===== src/uart_pkg.sv =====
// package: register map, field positions and timing constants of the uart core
package uart_pkg;
	localparam logic [2:0] ADR_DATA = 3'h0;
	localparam logic [2:0] ADR_IER  = 3'h1;
	localparam logic [2:0] ADR_ISR  = 3'h2;
	localparam logic [2:0] ADR_LCR  = 3'h3;
	localparam logic [2:0] ADR_MCR  = 3'h4;
	localparam logic [2:0] ADR_LSR  = 3'h5;
	localparam logic [2:0] ADR_XFR  = 3'h7;
	localparam int IER_RX   = 0;
	localparam int IER_TX   = 1;
	localparam int FCR_EN   = 0;
	localparam int FCR_RCLR = 1;
	localparam int FCR_TCLR = 2;
	localparam int LCR_STOP = 2;
	localparam int LCR_PEN  = 3;
	localparam int LCR_EVEN = 4;
	localparam int LCR_DLAB = 7;
	localparam int MCR_PRE  = 7;
	localparam int XFR_TRIG = 3;
	localparam logic [7:0]  REG_RST  = 8'h00;
	localparam logic [15:0] DIV_RST  = 16'h0001;
	localparam logic [1:0]  PRE_LAST = 2'h3;
	localparam logic [3:0]  BIT_LAST = 4'hF;
	localparam logic [3:0]  MID_LAST = 4'h7;
	localparam logic [2:0]  MIN_BITS = 3'h4;
	localparam logic [5:0]  CHR_BASE = 6'h05;
	localparam logic [5:0]  TO_WORDS = 6'h04;
	localparam logic [5:0]  TO_EXTRA = 6'h0C;
	localparam logic [3:0]  ISR_NONE = 4'h1;
	localparam logic [3:0]  ISR_TX   = 4'h2;
	localparam logic [3:0]  ISR_RX   = 4'h4;
	localparam logic [3:0]  ISR_TO   = 4'hC;
	typedef enum logic [2:0] {
		S_IDLE  = 3'h0,
		S_START = 3'h1,
		S_DATA  = 3'h3,
		S_PAR   = 3'h2,
		S_STOP  = 3'h6
	} ser_state_t;
	function automatic logic [5:0] trig_lvl(input logic [1:0] sel);
		case (sel)
			2'h0:    trig_lvl = 6'h08;
			2'h1:    trig_lvl = 6'h10;
			2'h2:    trig_lvl = 6'h18;
			default: trig_lvl = 6'h1C;
		endcase
	endfunction
endpackage


===== src/uart_core.sv =====
// uart core: baud generator, transmitter, receiver, fifos and host registers
// Notes on behaviour
// - prescaler divides input clock by one, or by four when modem bit 7 set
// - divisor counter divides prescaled clock by 1..65535 giving the 16x tick
// - each transmitted bit stays on the line exactly sixteen ticks
// - frame is start, data bits, optional parity, then one or two stops
// - data bits leave least significant first
// - with fifo enabled each holding write pushes one byte into 32-deep fifo
// - non-fifo: holding empty sets when byte moves into the shifter
// - non-fifo: holding empty raises transmit interrupt only when enabled
// - non-fifo: transmitter empty sets once holding is empty and shifter has finished its character
// - fifo mode: holding empty sets whenever transmit fifo is empty
// - fifo mode: transmit interrupt when fill drops below transmit trigger
// - fifo mode: transmitter empty needs both fifo and shifter empty
// - start bit accepted only if line still low eight ticks after fall
// - data, parity and stop bits sampled at their centres
// - with fifo enabled receive fifo holds 32 entries of character plus three error tags
// - reading receive data pops fifo; status tags follow the next character
// - receive register always shows the oldest unread character
// - data ready interrupt per character, or at trigger level when feature bit set in fifo mode
// - unread data and four words plus twelve bits idle raise timeout
// - two line-control bits pick five to eight data bits
module word_fifo #(
	parameter int W  = 8,
	parameter int D  = 32,
	parameter int AW = $clog2(D)
) (
	input  wire logic          clock_i,
	input  wire logic          nrst_i,
	input  wire logic          clr_i,
	input  wire logic [AW:0]   limit_i,
	input  wire logic          in_valid_i,
	output logic               in_ready_o,
	input  wire logic [W-1:0]  in_data_i,
	output logic               out_valid_o,
	input  wire logic          out_ready_i,
	output logic [W-1:0]       out_data_o,
	output logic [AW:0]        count_o
);
	// depth must be a power of two: pointers wrap by overflow
	logic [W-1:0]  mem_q [D];
	logic [W-1:0]  mem_d [D];
	logic [AW-1:0] wp_q, wp_d, rp_q, rp_d;
	logic [AW:0]   cnt_q, cnt_d;
	logic          push, pop;
	assign in_ready_o  = cnt_q < limit_i;
	assign out_valid_o = cnt_q != '0;
	assign out_data_o  = mem_q[rp_q];
	assign count_o     = cnt_q;
	assign push        = in_valid_i && in_ready_o;
	assign pop         = out_valid_o && out_ready_i;
	always_comb begin
		mem_d = mem_q;
		wp_d  = wp_q;
		rp_d  = rp_q;
		if (push) begin
			mem_d[wp_q] = in_data_i;
			wp_d        = wp_q + 1'b1;
		end
		if (pop) begin
			rp_d = rp_q + 1'b1;
		end
		cnt_d = cnt_q + (AW+1)'(push) - (AW+1)'(pop);
		if (clr_i) begin
			wp_d  = '0;
			rp_d  = '0;
			cnt_d = '0;
		end
	end
	always_ff @(posedge clock_i or negedge nrst_i) begin
		if (!nrst_i) begin
			mem_q <= '{default: '0};
			wp_q  <= '0;
			rp_q  <= '0;
			cnt_q <= '0;
		end else begin
			mem_q <= mem_d;
			wp_q  <= wp_d;
			rp_q  <= rp_d;
			cnt_q <= cnt_d;
		end
	end
endmodule

module uart_core
	import uart_pkg::*;
#(
	parameter int FIFO_DEPTH = 32
) (
	input  wire logic       clock_i,
	input  wire logic       nrst_i,
	input  wire logic [2:0] addr_i,
	input  wire logic       cs_n_i,
	input  wire logic       rd_n_i,
	input  wire logic       wr_n_i,
	input  wire logic [7:0] data_i,
	output logic [7:0]      data_o,
	output logic            data_oe_n_o,
	output logic            int_o,
	output logic            tx_o,
	input  wire logic       rx_i
);
	localparam int CW = $clog2(FIFO_DEPTH) + 1;
	logic [14:0] pin_s1_q, pin_s2_q;
	logic        rd_prv_q, wr_prv_q, rx_prv_q;
	logic        rd_act, wr_act, rd_end, wr_end, rx_s, dlab, fen;
	logic [2:0]  addr_s;
	logic [7:0]  din_s;
	logic [7:0]  ier_q, ier_d, lcr_q, lcr_d, mcr_q, mcr_d, fcr_q, fcr_d, xfr_q, xfr_d;
	logic [7:0]  dll_q, dll_d, dlm_q, dlm_d, dout_q, dout_d, line_status;
	logic        oe_n_q, oe_n_d, int_q, int_d, ovr_q, ovr_d;
	logic        rclr_q, rclr_d, tclr_q, tclr_d;
	logic [3:0]  interrupt_source_reg;
	logic        rx_trig, tx_trig, thre, temt;
	logic [1:0]  pre_q, pre_d;
	logic [15:0] div_q, div_d;
	logic        pre_tick, tick16;
	logic [CW-1:0] lim, tx_cnt, rx_cnt;
	logic        tx_valid, tx_pop, tx_push, rx_valid, rx_pop, bufo_valid, rxf_ready, buf_ready;
	logic [7:0]  tx_dout;
	logic [10:0] rx_out, bufo_data;
	logic [2:0]  nbits_m1;
	ser_state_t  txs_q, txs_d, rxs_q, rxs_d;
	logic [7:0]  tsh_q, tsh_d, rsh_q, rsh_d;
	logic [3:0]  tcnt_q, tcnt_d, rcnt_q, rcnt_d;
	logic [2:0]  tbit_q, tbit_d, rbit_q, rbit_d, tnext;
	logic        tpar_q, tpar_d, tx_q, tx_d, tlast, stop_done;
	logic        rpar_q, rpar_d, perr_q, perr_d, rpush_q, rpush_d, rmid;
	logic [10:0] rword_q, rword_d;
	logic [9:0]  to_cnt_q, to_cnt_d, to_lim;
	logic        to_q, to_d, rx_evt;

	// every pin passes two flops; only the second stage is looked at
	always_ff @(posedge clock_i or negedge nrst_i) begin
		if (!nrst_i) begin
			pin_s1_q <= 15'h7001;
			pin_s2_q <= 15'h7001;
			rd_prv_q <= 1'b0;
			wr_prv_q <= 1'b0;
			rx_prv_q <= 1'b1;
		end else begin
			pin_s1_q <= {cs_n_i, rd_n_i, wr_n_i, addr_i, data_i, rx_i};
			pin_s2_q <= pin_s1_q;
			rd_prv_q <= rd_act;
			wr_prv_q <= wr_act;
			rx_prv_q <= rx_s;
		end
	end
	assign rd_act   = !pin_s2_q[14] && !pin_s2_q[13];
	assign wr_act   = !pin_s2_q[14] && !pin_s2_q[12];
	assign addr_s   = pin_s2_q[11:9];
	assign din_s    = pin_s2_q[8:1];
	assign rx_s     = pin_s2_q[0];
	// side effects act at the end of the strobe so the host has seen the data
	assign rd_end   = rd_prv_q && !rd_act;
	assign wr_end   = wr_prv_q && !wr_act;
	assign dlab     = lcr_q[LCR_DLAB];
	assign fen      = fcr_q[FCR_EN];
	assign lim      = fen ? CW'(FIFO_DEPTH) : CW'(1);
	assign nbits_m1 = {1'b0, lcr_q[1:0]} + MIN_BITS;

	assign tx_push = wr_end && addr_s == ADR_DATA && !dlab;
	assign rx_pop  = rd_end && addr_s == ADR_DATA && !dlab;
	assign thre    = tx_cnt == '0;
	assign temt    = thre && txs_q == S_IDLE;
	assign line_status     = {1'b0, temt, thre, rx_valid ? rx_out[10:8] : 3'h0, ovr_q, rx_valid};
	assign rx_trig = (fen && xfr_q[XFR_TRIG]) ? rx_cnt >= CW'(trig_lvl(fcr_q[7:6]))
		: rx_valid;
	assign tx_trig = fen ? tx_cnt < CW'(trig_lvl(fcr_q[5:4])) : thre;
	assign interrupt_source_reg = (to_q && ier_q[IER_RX]) ? ISR_TO :
		(rx_trig && ier_q[IER_RX]) ? ISR_RX :
		(tx_trig && ier_q[IER_TX]) ? ISR_TX : ISR_NONE;

	always_comb begin
		ier_d  = ier_q;
		lcr_d  = lcr_q;
		mcr_d  = mcr_q;
		fcr_d  = fcr_q;
		xfr_d  = xfr_q;
		dll_d  = dll_q;
		dlm_d  = dlm_q;
		rclr_d = 1'b0;
		tclr_d = 1'b0;
		ovr_d  = ovr_q;
		if (rd_end && addr_s == ADR_LSR) begin
			ovr_d = 1'b0;
		end
		// a character lost in the same cycle as the status read stays flagged
		if (rpush_q && !buf_ready) begin
			ovr_d = 1'b1;
		end
		if (wr_end) begin
			case (addr_s)
				ADR_DATA: if (dlab) dll_d = din_s;
				ADR_IER: begin
					if (dlab) dlm_d = din_s;
					else ier_d = din_s;
				end
				ADR_ISR: begin
					fcr_d  = din_s;
					rclr_d = din_s[FCR_RCLR] || (din_s[FCR_EN] != fcr_q[FCR_EN]);
					tclr_d = din_s[FCR_TCLR] || (din_s[FCR_EN] != fcr_q[FCR_EN]);
				end
				ADR_LCR: lcr_d = din_s;
				ADR_MCR: mcr_d = din_s;
				ADR_XFR: xfr_d = din_s;
				default: ;
			endcase
		end
		case (addr_s)
			ADR_DATA: dout_d = dlab ? dll_q : rx_out[7:0];
			ADR_IER:  dout_d = dlab ? dlm_q : ier_q;
			ADR_ISR:  dout_d = {fen, fen, 2'h0, interrupt_source_reg};
			ADR_LCR:  dout_d = lcr_q;
			ADR_MCR:  dout_d = mcr_q;
			ADR_LSR:  dout_d = line_status;
			ADR_XFR:  dout_d = xfr_q;
			default:  dout_d = REG_RST;
		endcase
		oe_n_d = !rd_act;
		int_d  = interrupt_source_reg != ISR_NONE;
	end
	always_ff @(posedge clock_i or negedge nrst_i) begin
		if (!nrst_i) begin
			ier_q  <= REG_RST;
			lcr_q  <= REG_RST;
			mcr_q  <= REG_RST;
			fcr_q  <= REG_RST;
			xfr_q  <= REG_RST;
			dll_q  <= DIV_RST[7:0];
			dlm_q  <= DIV_RST[15:8];
			dout_q <= REG_RST;
			oe_n_q <= 1'b1;
			int_q  <= 1'b0;
			ovr_q  <= 1'b0;
			rclr_q <= 1'b0;
			tclr_q <= 1'b0;
		end else begin
			ier_q  <= ier_d;
			lcr_q  <= lcr_d;
			mcr_q  <= mcr_d;
			fcr_q  <= fcr_d;
			xfr_q  <= xfr_d;
			dll_q  <= dll_d;
			dlm_q  <= dlm_d;
			dout_q <= dout_d;
			oe_n_q <= oe_n_d;
			int_q  <= int_d;
			ovr_q  <= ovr_d;
			rclr_q <= rclr_d;
			tclr_q <= tclr_d;
		end
	end
	assign data_o      = dout_q;
	assign data_oe_n_o = oe_n_q;
	assign int_o       = int_q;

	// baud generator; divisor zero behaves as one
	assign pre_tick = !mcr_q[MCR_PRE] || pre_q == PRE_LAST;
	assign tick16   = pre_tick && (div_q + 16'h0001) >= {dlm_q, dll_q};
	always_comb begin
		pre_d = pre_tick ? 2'h0 : pre_q + 2'h1;
		div_d = div_q;
		if (pre_tick) begin
			div_d = tick16 ? 16'h0000 : div_q + 16'h0001;
		end
	end
	always_ff @(posedge clock_i or negedge nrst_i) begin
		if (!nrst_i) begin
			pre_q <= 2'h0;
			div_q <= 16'h0000;
		end else begin
			pre_q <= pre_d;
			div_q <= div_d;
		end
	end

	word_fifo #(.W(8), .D(FIFO_DEPTH)) u_txf (
		.clock_i(clock_i), .nrst_i(nrst_i), .clr_i(tclr_q), .limit_i(lim),
		.in_valid_i(tx_push), .in_ready_o(), .in_data_i(din_s),
		.out_valid_o(tx_valid), .out_ready_i(tx_pop), .out_data_o(tx_dout),
		.count_o(tx_cnt)
	);

	// transmitter; a new frame starts only on a tick so the start bit is whole
	assign tlast     = tick16 && tcnt_q == BIT_LAST;
	assign stop_done = txs_q == S_STOP && tlast && !(lcr_q[LCR_STOP] && tbit_q == 3'h0);
	assign tx_pop    = tx_valid && tick16 && (txs_q == S_IDLE || stop_done);
	assign tnext     = tbit_q + 3'h1;
	always_comb begin
		txs_d  = txs_q;
		tsh_d  = tsh_q;
		tcnt_d = tcnt_q;
		tbit_d = tbit_q;
		tpar_d = tpar_q;
		tx_d   = tx_q;
		if (txs_q != S_IDLE && tick16) begin
			tcnt_d = tcnt_q + 4'h1;
		end
		case (txs_q)
			S_IDLE, S_STOP: begin
				if (txs_q == S_STOP && tlast && !stop_done) begin
					tbit_d = 3'h1;
				end else if (tx_pop) begin
					tsh_d  = tx_dout;
					txs_d  = S_START;
					tx_d   = 1'b0;
					tcnt_d = 4'h0;
					tpar_d = !lcr_q[LCR_EVEN];
				end else if (stop_done) begin
					txs_d = S_IDLE;
				end
			end
			S_START: if (tlast) begin
				txs_d  = S_DATA;
				tbit_d = 3'h0;
				tx_d   = tsh_q[0];
				tpar_d = tpar_q ^ tsh_q[0];
			end
			S_DATA: if (tlast) begin
				if (tbit_q == nbits_m1) begin
					txs_d  = lcr_q[LCR_PEN] ? S_PAR : S_STOP;
					tx_d   = lcr_q[LCR_PEN] ? tpar_q : 1'b1;
					tbit_d = 3'h0;
				end else begin
					tbit_d = tnext;
					tx_d   = tsh_q[tnext];
					tpar_d = tpar_q ^ tsh_q[tnext];
				end
			end
			S_PAR: if (tlast) begin
				txs_d = S_STOP;
				tx_d  = 1'b1;
			end
			default: txs_d = S_IDLE;
		endcase
	end
	always_ff @(posedge clock_i or negedge nrst_i) begin
		if (!nrst_i) begin
			txs_q  <= S_IDLE;
			tsh_q  <= 8'h00;
			tcnt_q <= 4'h0;
			tbit_q <= 3'h0;
			tpar_q <= 1'b0;
			tx_q   <= 1'b1;
		end else begin
			txs_q  <= txs_d;
			tsh_q  <= tsh_d;
			tcnt_q <= tcnt_d;
			tbit_q <= tbit_d;
			tpar_q <= tpar_d;
			tx_q   <= tx_d;
		end
	end
	assign tx_o = tx_q;

	// receiver; tags are {break, framing, parity}
	assign rmid = tick16 && rcnt_q == BIT_LAST;
	always_comb begin
		rxs_d   = rxs_q;
		rsh_d   = rsh_q;
		rcnt_d  = rcnt_q;
		rbit_d  = rbit_q;
		rpar_d  = rpar_q;
		perr_d  = perr_q;
		rpush_d = 1'b0;
		rword_d = rword_q;
		if (rxs_q != S_IDLE && tick16) begin
			rcnt_d = rcnt_q + 4'h1;
		end
		case (rxs_q)
			S_IDLE: if (rx_prv_q && !rx_s) begin
				rxs_d  = S_START;
				rcnt_d = 4'h0;
				rsh_d  = 8'h00;
				perr_d = 1'b0;
				rpar_d = !lcr_q[LCR_EVEN];
			end
			S_START: if (tick16 && rcnt_q == MID_LAST) begin
				rxs_d  = rx_s ? S_IDLE : S_DATA;
				rcnt_d = 4'h0;
				rbit_d = 3'h0;
			end
			S_DATA: if (rmid) begin
				rsh_d[rbit_q] = rx_s;
				rpar_d = rpar_q ^ rx_s;
				rbit_d = rbit_q + 3'h1;
				if (rbit_q == nbits_m1) begin
					rxs_d = lcr_q[LCR_PEN] ? S_PAR : S_STOP;
				end
			end
			S_PAR: if (rmid) begin
				perr_d = rx_s != rpar_q;
				rxs_d  = S_STOP;
			end
			S_STOP: if (rmid) begin
				rpush_d = 1'b1;
				rword_d = {!rx_s && rsh_q == 8'h00, !rx_s, perr_q, rsh_q};
				rxs_d   = S_IDLE;
			end
			default: rxs_d = S_IDLE;
		endcase
	end
	always_ff @(posedge clock_i or negedge nrst_i) begin
		if (!nrst_i) begin
			rxs_q   <= S_IDLE;
			rsh_q   <= 8'h00;
			rcnt_q  <= 4'h0;
			rbit_q  <= 3'h0;
			rpar_q  <= 1'b0;
			perr_q  <= 1'b0;
			rpush_q <= 1'b0;
			rword_q <= 11'h000;
		end else begin
			rxs_q   <= rxs_d;
			rsh_q   <= rsh_d;
			rcnt_q  <= rcnt_d;
			rbit_q  <= rbit_d;
			rpar_q  <= rpar_d;
			perr_q  <= perr_d;
			rpush_q <= rpush_d;
			rword_q <= rword_d;
		end
	end

	// two-entry buffer absorbs a fifo stall; only a third word becomes an overrun
	word_fifo #(.W(11), .D(2)) u_rxbuf (
		.clock_i(clock_i), .nrst_i(nrst_i), .clr_i(rclr_q), .limit_i(2'h2),
		.in_valid_i(rpush_q), .in_ready_o(buf_ready), .in_data_i(rword_q),
		.out_valid_o(bufo_valid), .out_ready_i(rxf_ready), .out_data_o(bufo_data),
		.count_o()
	);
	word_fifo #(.W(11), .D(FIFO_DEPTH)) u_rxf (
		.clock_i(clock_i), .nrst_i(nrst_i), .clr_i(rclr_q), .limit_i(lim),
		.in_valid_i(bufo_valid), .in_ready_o(rxf_ready), .in_data_i(bufo_data),
		.out_valid_o(rx_valid), .out_ready_i(rx_pop), .out_data_o(rx_out),
		.count_o(rx_cnt)
	);

	// timeout counts 16x ticks; a new character or a read restarts it
	assign to_lim = {({4'h0, lcr_q[1:0]} + CHR_BASE) * TO_WORDS + TO_EXTRA, 4'h0};
	assign rx_evt = rx_pop || (bufo_valid && rxf_ready) || rclr_q || !rx_valid;
	always_comb begin
		to_cnt_d = to_cnt_q;
		to_d     = to_q;
		if (rx_evt) begin
			to_cnt_d = 10'h000;
			to_d     = 1'b0;
		end else if (tick16 && !to_q) begin
			to_cnt_d = to_cnt_q + 10'h001;
			to_d     = to_cnt_q == to_lim - 10'h001;
		end
	end
	always_ff @(posedge clock_i or negedge nrst_i) begin
		if (!nrst_i) begin
			to_cnt_q <= 10'h000;
			to_q     <= 1'b0;
		end else begin
			to_cnt_q <= to_cnt_d;
			to_q     <= to_d;
		end
	end
endmodule


===== config.mk =====
export PLATFORM = sky130hd
export DESIGN_NAME = uart_core
export DESIGN_NICKNAME = d
export VERILOG_FILES = /design/src/uart_pkg.sv /design/src/uart_core.sv
export SDC_FILE = /design/constraint.sdc
export NUM_CORES = 2
export LEC_CHECK = 0
export BUFFER_PORTS_ARGS = -buffer_cell sky130_fd_sc_hd__clkbuf_2
export CAP_MARGIN = 20
export CORE_MARGIN = 5
export CORE_UTILIZATION = 45
export DETAILED_ROUTE_END_ITERATION = 7
export HOLD_SLACK_MARGIN = 0.1
export PLACE_DENSITY_LB_ADDON = 0.12
export REMOVE_ABC_BUFFERS = 1
export SETUP_SLACK_MARGIN = 0.3
export SLEW_MARGIN = 0
export SYNTH_ARGS = -nofsm -noshare
export SYNTH_HDL_FRONTEND = slang
export SYNTH_SLANG_ARGS = --single-unit

===== constraint.sdc =====
create_clock -name clock_i -period 6.8 [get_ports clock_i]
set_input_delay 1.02 -clock clock_i [delete_from_list [all_inputs] [get_ports clock_i]]
set_output_delay 1.02 -clock clock_i [all_outputs]
set_load 0.1 [all_outputs]

* Word level (Yosys, flattened, before mapping) *
Index checks and enable logic that the tools add are counted.

operators by class
  add/sub/neg operators = 23
  $lt $le $gt $ge = 18
  equality and inequality tests = 43
  muxes and demuxes = 120
  bitwise gates (word level) = 11
  reductions and logical operators = 103

operators with widths
  operator             number
  $bwmux 352           1
  $bwmux 256           1
  $mux 11              7
  $mux 3               22
  $mux 8               7
  $pmux 8 s7           1
  $bmux 11 s5          1
  $demux 11 s5         1
  $bmux 8 s5           1
  $demux 8 s5          1
  $mux 5               8
  $logic_and 1x1->1    39
  $mux 1               34
  $mux 4               8
  $pmux 5 s3           2
  $ne 2x2->1 const B   13
  $ge 6x6->1 const B   4
  $not 5->6            4
  $reduce_and 6->1     4
  $bwmux 22            1
  $reduce_bool 2->1    11
  $reduce_and 3->1     7
  $add 5x1->5 const B  4
  $mux 10              2
  67 further kinds     134

storage, ports and cells
  flip-flop bits (word level) = 849
  output and inout bits = 11
  logic and storage cells = 429

* Longest topological paths before layout *
  depth in word-level cells = 11
  mapped depth = 24

* Hierarchy *
Synthesis repeated with hierarchy kept, for this count alone.

second synthesis, totals
  cells, all modules = 2944
  area total of the unflattened synthesis = 39775.6 µm²

by module, submodules not included
  module               times used  cells an instance  area each (µm²)  sequential area each (µm²)
  word_fifo (u_rxf)    1           1158               17062.6          9208.8
  word_fifo (u_txf)    1           863                12779.8          6806.5
  uart_core            1           837                8694.6           4519.3
  word_fifo (u_rxbuf)  1           86                 1238.7           650.6

* Worst setup path after synthesis *
Ideal clock, no wire load.

  path type = register to register
  start = register div_q[6]
  end = register u_txf.cnt_q[4], in the netlist u_txf.count_o[4]
  data arrival time = 4970 ps
  path slack = 1698 ps
  stages on the path, launching flop included = 24
  buffers on the path = 1
  period minus slack after synthesis = 5102 ps
  cells stage by stage = dfrtp_1 -> and3_1 -> or4b_2 -> nor2_1 -> and3_1 -> nand3_1 -> xnor2_1 -> ha_1 -> nand4_1 -> nor3_1 -> a2111oi_0 -> buf_2 -> nand2_1 -> nand3_1 -> clkinv_1 -> ha_1 -> inv_1 -> ha_1 -> fa_1 -> a21oi_1 -> nor2_1 -> nor2_1 -> xor2_1 -> nor2_1

between the ends
  cells in the longest elaborated chain, start to end = 11
  elaborated cells between the ends (all ways) = 12
  classes of those cells = add/sub: 2; order compare: 1; mux: 1; reduce/logical: 8

ends and longest elaborated chain
  item                             line              source
  start, declared                  uart_core.sv:116  logic [15:0] div_q, div_d;
  start signal, assigned           uart_core.sv:274  div_q <= div_d;
  $add 16x1->16 *                  uart_core.sv:260  assign tick16 = pre_tick && (div_q + 16'h0001) >= {dlm_q, dll_q};
  $ge 16x16->1 *                   uart_core.sv:260
  $logic_and 1x1->1 *              uart_core.sv:260
  $logic_and 1x1->1                uart_core.sv:286  assign tlast = tick16 && tcnt_q == BIT_LAST;
  $logic_and 1x1->1 (2 in series)  uart_core.sv:287  assign stop_done = txs_q == S_STOP && tlast && !(lcr_q[LCR_STOP] && tbit_q == 3'h0);
  $logic_or 1x1->1                 uart_core.sv:288  assign tx_pop = tx_valid && tick16 && (txs_q == S_IDLE || stop_done);
  $logic_and 1x1->1 *              uart_core.sv:288
  $logic_and 1x1->1 *              uart_core.sv:51   assign pop = out_valid_o && out_ready_i;
  $sub 6x1->6 *                    uart_core.sv:63   cnt_d = cnt_q + (AW+1)'(push) - (AW+1)'(pop);
  $mux 6 *                         uart_core.sv:64   if (clr_i) begin
  named net u_txf.cnt_d[4]         uart_core.sv:44   logic [AW:0] cnt_q, cnt_d;
  end signal, assigned             uart_core.sv:80   cnt_q <= cnt_d;
  end, declared                    uart_core.sv:44

Mark *: on every way through the listed nets, which the timed path passes. The rest lies on a longest branch.
A chain may end at the register's enable or synchronous reset.

* Worst setup path after layout *
Ends and elaborated chain as after synthesis.

==> impl_metrics.yaml <==
placement:
  pre_cts_ws_ps: 1190
  dp_cells: 4139
  gp_congestion: 0.808
  hpwl_mm: 59.2
  place_area_um2: 39900
  io_buffer_count: 27
clocking:
  hold_buffers: 0
  cts_sinks: 846
  htreeDepth: 3
  cts_root_buffer: "clkbuf_16"
  cts_tree: "built"
  clock_path_buffers: 3
  numCtsBuffers: 91
  clk_pin_slew_ps: 60
  cts_setup_buffers: 0
  cts_resized: 0
  clock_latency_ps: 650
layout:
  syn2layout_area_growth_pct: 10.7
  fin_cells: 4304
  drive_above_1_share: 0.257
  fin_area_um2: 42800
  fillers: 7391
  fin_nets: 3172
  n_antenna_cell: 0
critical_path:
  critPathTopFamily: "simple AND/OR/NAND/NOR gates"
  reg2reg_from: "div_q[6]$_DFFE_PN0P_"
  arrival_ps: 6150
  crit_fanout: 14
  cp.required_ps: 7300
  critPathMaxStageDelay_ps: 660
  critPathKind: "reg -> reg"
  crit_buf_inv: 2
  crit_chain: "and3_1 > or4b_2 > nor2_1 > and3_1 > nand3_1 > xnor2_1 > ha_1 > nand4_1 > nor3_1 > a2111oi_2 > nand2_1 > nand3_1 > clkinv_1 > ha_1 > inv_1 > ha_1 > fa_1 > a21oi_1 > nor2_1 > nor2_1 > xor2_1 > nor2_1"
  cpMostUsedCell: "nor2_1"
  cp-end-kind: "flip-flop"
  worstSetupStartpoint: "div_q[6]$_DFFE_PN0P_"
  cp-start-kind: "flip-flop"
  cp_slowest_cell: "or4b_2"
die:
  core_um2: 85300
  fp-row-count: 107
  initial_utilization: 0.454
  die_area_um2: 92000
  die_x_um: 303
  die_h_um: 303
  io-pin-count: 28
routing:
  routedWlPerCell_um: 21.6
  drt_iter0_drc: 1545
  drc: 0
  drt-vias-per-instance: 5.65
  vias: 24300
  totalWireLength_mm: 93.0
  antenna_left: 0
  dr.pass1.iters: 6
global_route:
  grt_max_degree: 179
  grt_pass1_vias: 25500
  gr-total-overflow: 0
  grt_pass1_wl_mm: 149
  grt_antenna_before_repair: 2
  grt_usage: 0.207
timing:
  layout_worst_path_cycle_share: 0.831
  maxSlewViolCount: 0
  fin_skew_ps: 26.9
  worst_slack_ps: 1150
  worst_pin_slew_ps: 1130
  fmax_mhz: 177
  period_minus_slack_ps: 5650
  hold_violations: 0
  setup_viol: 0
  relSlewSlack: 0.248
  grt_setup_unrepaired: "no"
logic_synthesis:
  yosysTopAreaCell: "dfrtp_1"
  syn_area_per_cell_um2: 12.3
  synth_area_leaders: "dfrtp_1 (54%), mux4_2 (11%), mux2_2 (9.8%), o21ai_0 (5.7%), nand2_1 (4.7%)"
  yosysWarnings: 0
  yosysSeqAreaShare: 0.547
  ys_top_cells_by_count: "dfrtp_1 (834), nand2_1 (487), o21ai_0 (441)"
  async_flop_share: 1.00
  syn_inst: 3156
  synth_ff_type: "dfrtp_1"
  yosysUniqueCellTypes: 70
  synth_top_area_frac: 0.539
  synth_edf_count: 0
  syn_area_um2: 38700
  synth-seq-cells: 846
  synth_most_common_cell: "dfrtp_1"
outcome:
  status: "finished, final reports clean"
worst_hold_path:
  hp-start: "pin_s1_q[2]$_DFF_PN0_"
  hp-class: "reg -> reg"
power:
  power_density_nw_per_um2: 302
  power.total_mw: 13.0
  peakVddDrop_v: 0.000229
  p_leak_nw: 19.4
run:
  max-cap-violations: 0
cells by family after synthesis:
kind of cell / Yosys count / synth area share
DFF: 846 / 0.547
and+or+nand+nor: 773 / 0.0894
buffers and inverters: 291 / 0.0296
xor gates and xnor gates: 58 / 0.0131
muxes: 578 / 0.223
AOI/OAI and AO/OA: 546 / 0.0764
adders and majority gates: 64 / 0.0211
cell usage in the layout (no fill, tap or decap), types with 11 or more instances in the layout:
cell | synthesis | final
dfrtp_1 | 834 | 830
nand2_1 | 487 | 487
o21ai_0 | 441 | 441
mux2_2 | 337 | 337
mux4_2 | 194 | 194
nor2_1 | 102 | 102
clkbuf_16 | 0 | 92
ha_1 | 62 | 62
inv_1 | 56 | 56
buf_4 | 1 | 40
a21oi_1 | 38 | 38
mux2i_1 | 46 | 35
nand3_1 | 33 | 33
xnor2_1 | 33 | 33
clkbuf_1 | 197 | 29
clkbuf_2 | 0 | 26
xor2_1 | 25 | 25
nand2_4 | 18 | 18
nor2b_1 | 17 | 17
nor3_1 | 17 | 17
nand2_2 | 14 | 14
clkinv_2 | 0 | 14
and3_1 | 13 | 13
o31ai_1 | 12 | 12
and2_1 | 12 | 12
nand4_1 | 12 | 12
dfstp_2 | 12 | 12
clkbuf_8 | 0 | 11
path summary, 6_finish.rpt:
check | endpoint | slack (ps) | cells after the start
max | u_txf.count_o[4]$_DFF_PN0_ | 1150 | 22
min in group asynchronous | u_txf.mem_q[77]$_DFFE_PN0P_ | 410 | 1
max in group asynchronous | u_rxf.rp_q[1]$_DFFE_PN0P_ | 4720 | 2
max reg2reg | u_txf.count_o[4]$_DFF_PN0_ | 1150 | 22
min | pin_s2_q[2]$_DFF_PN0_ | 350 | 0
min reg2reg | pin_s2_q[2]$_DFF_PN0_ | 350 | 0
report_power, final:
part / switching [mW] / internal, mW
Combinational: 1.29 / 0.931
Sequential: 0.458 / 5.32
Clock: 2.06 / 2.90
layer usage:
metal,vias to the layer above,part of all wire,global-route usage
li1,11000,-,-
met1,12700,0.45,0.290
met2,462,0.48,0.339
met3,147,0.036,0.0280
met4,0,0.031,0.0637
met5,-,0,0
state kept, by name (all words and copies together), names as in the netlist, 6 cells and up:
register and flops:
u_txf.mem_q 256, dll_q 8, dlm_q 8, u_rxbuf.mem_q 22, rsh_q 8, mcr_q 8
data_o 8, xfr_q 8, rword_q 11, u_rxf.count_o 6, tsh_q 8, div_q 16
u_rxf.mem_q 352, u_txf.count_o 6, lcr_q 8, to_cnt_q 10, pin_s1_q 15, ier_q 8
pin_s2_q 15
cell type report:
class                           count  area [um^2]  area share
Multi-Input combinational cell   2019        16400       0.384
Tap cell                         1144         1430      0.0334
Sequential cell                   846        21200       0.495
Clock inverter                     30          415     0.00970
Clock buffer                      132         2560      0.0598
Inverter                           57          214     0.00499
Timing Repair Buffer               76          581      0.0136
through the flow:
step | setup TNS [ps] | util | hold slack, ps
floorplan | -834 | - | 331
global placement | 0 | 0.467 | 334
detailed placement | 0 | 0.467 | 336
CTS | 0 | 0.502 | 353
global route | 0 | 0.502 | 355
finish | 0 | 0.502 | 349
No activity file was read; power rests on OpenSTA's default activity.
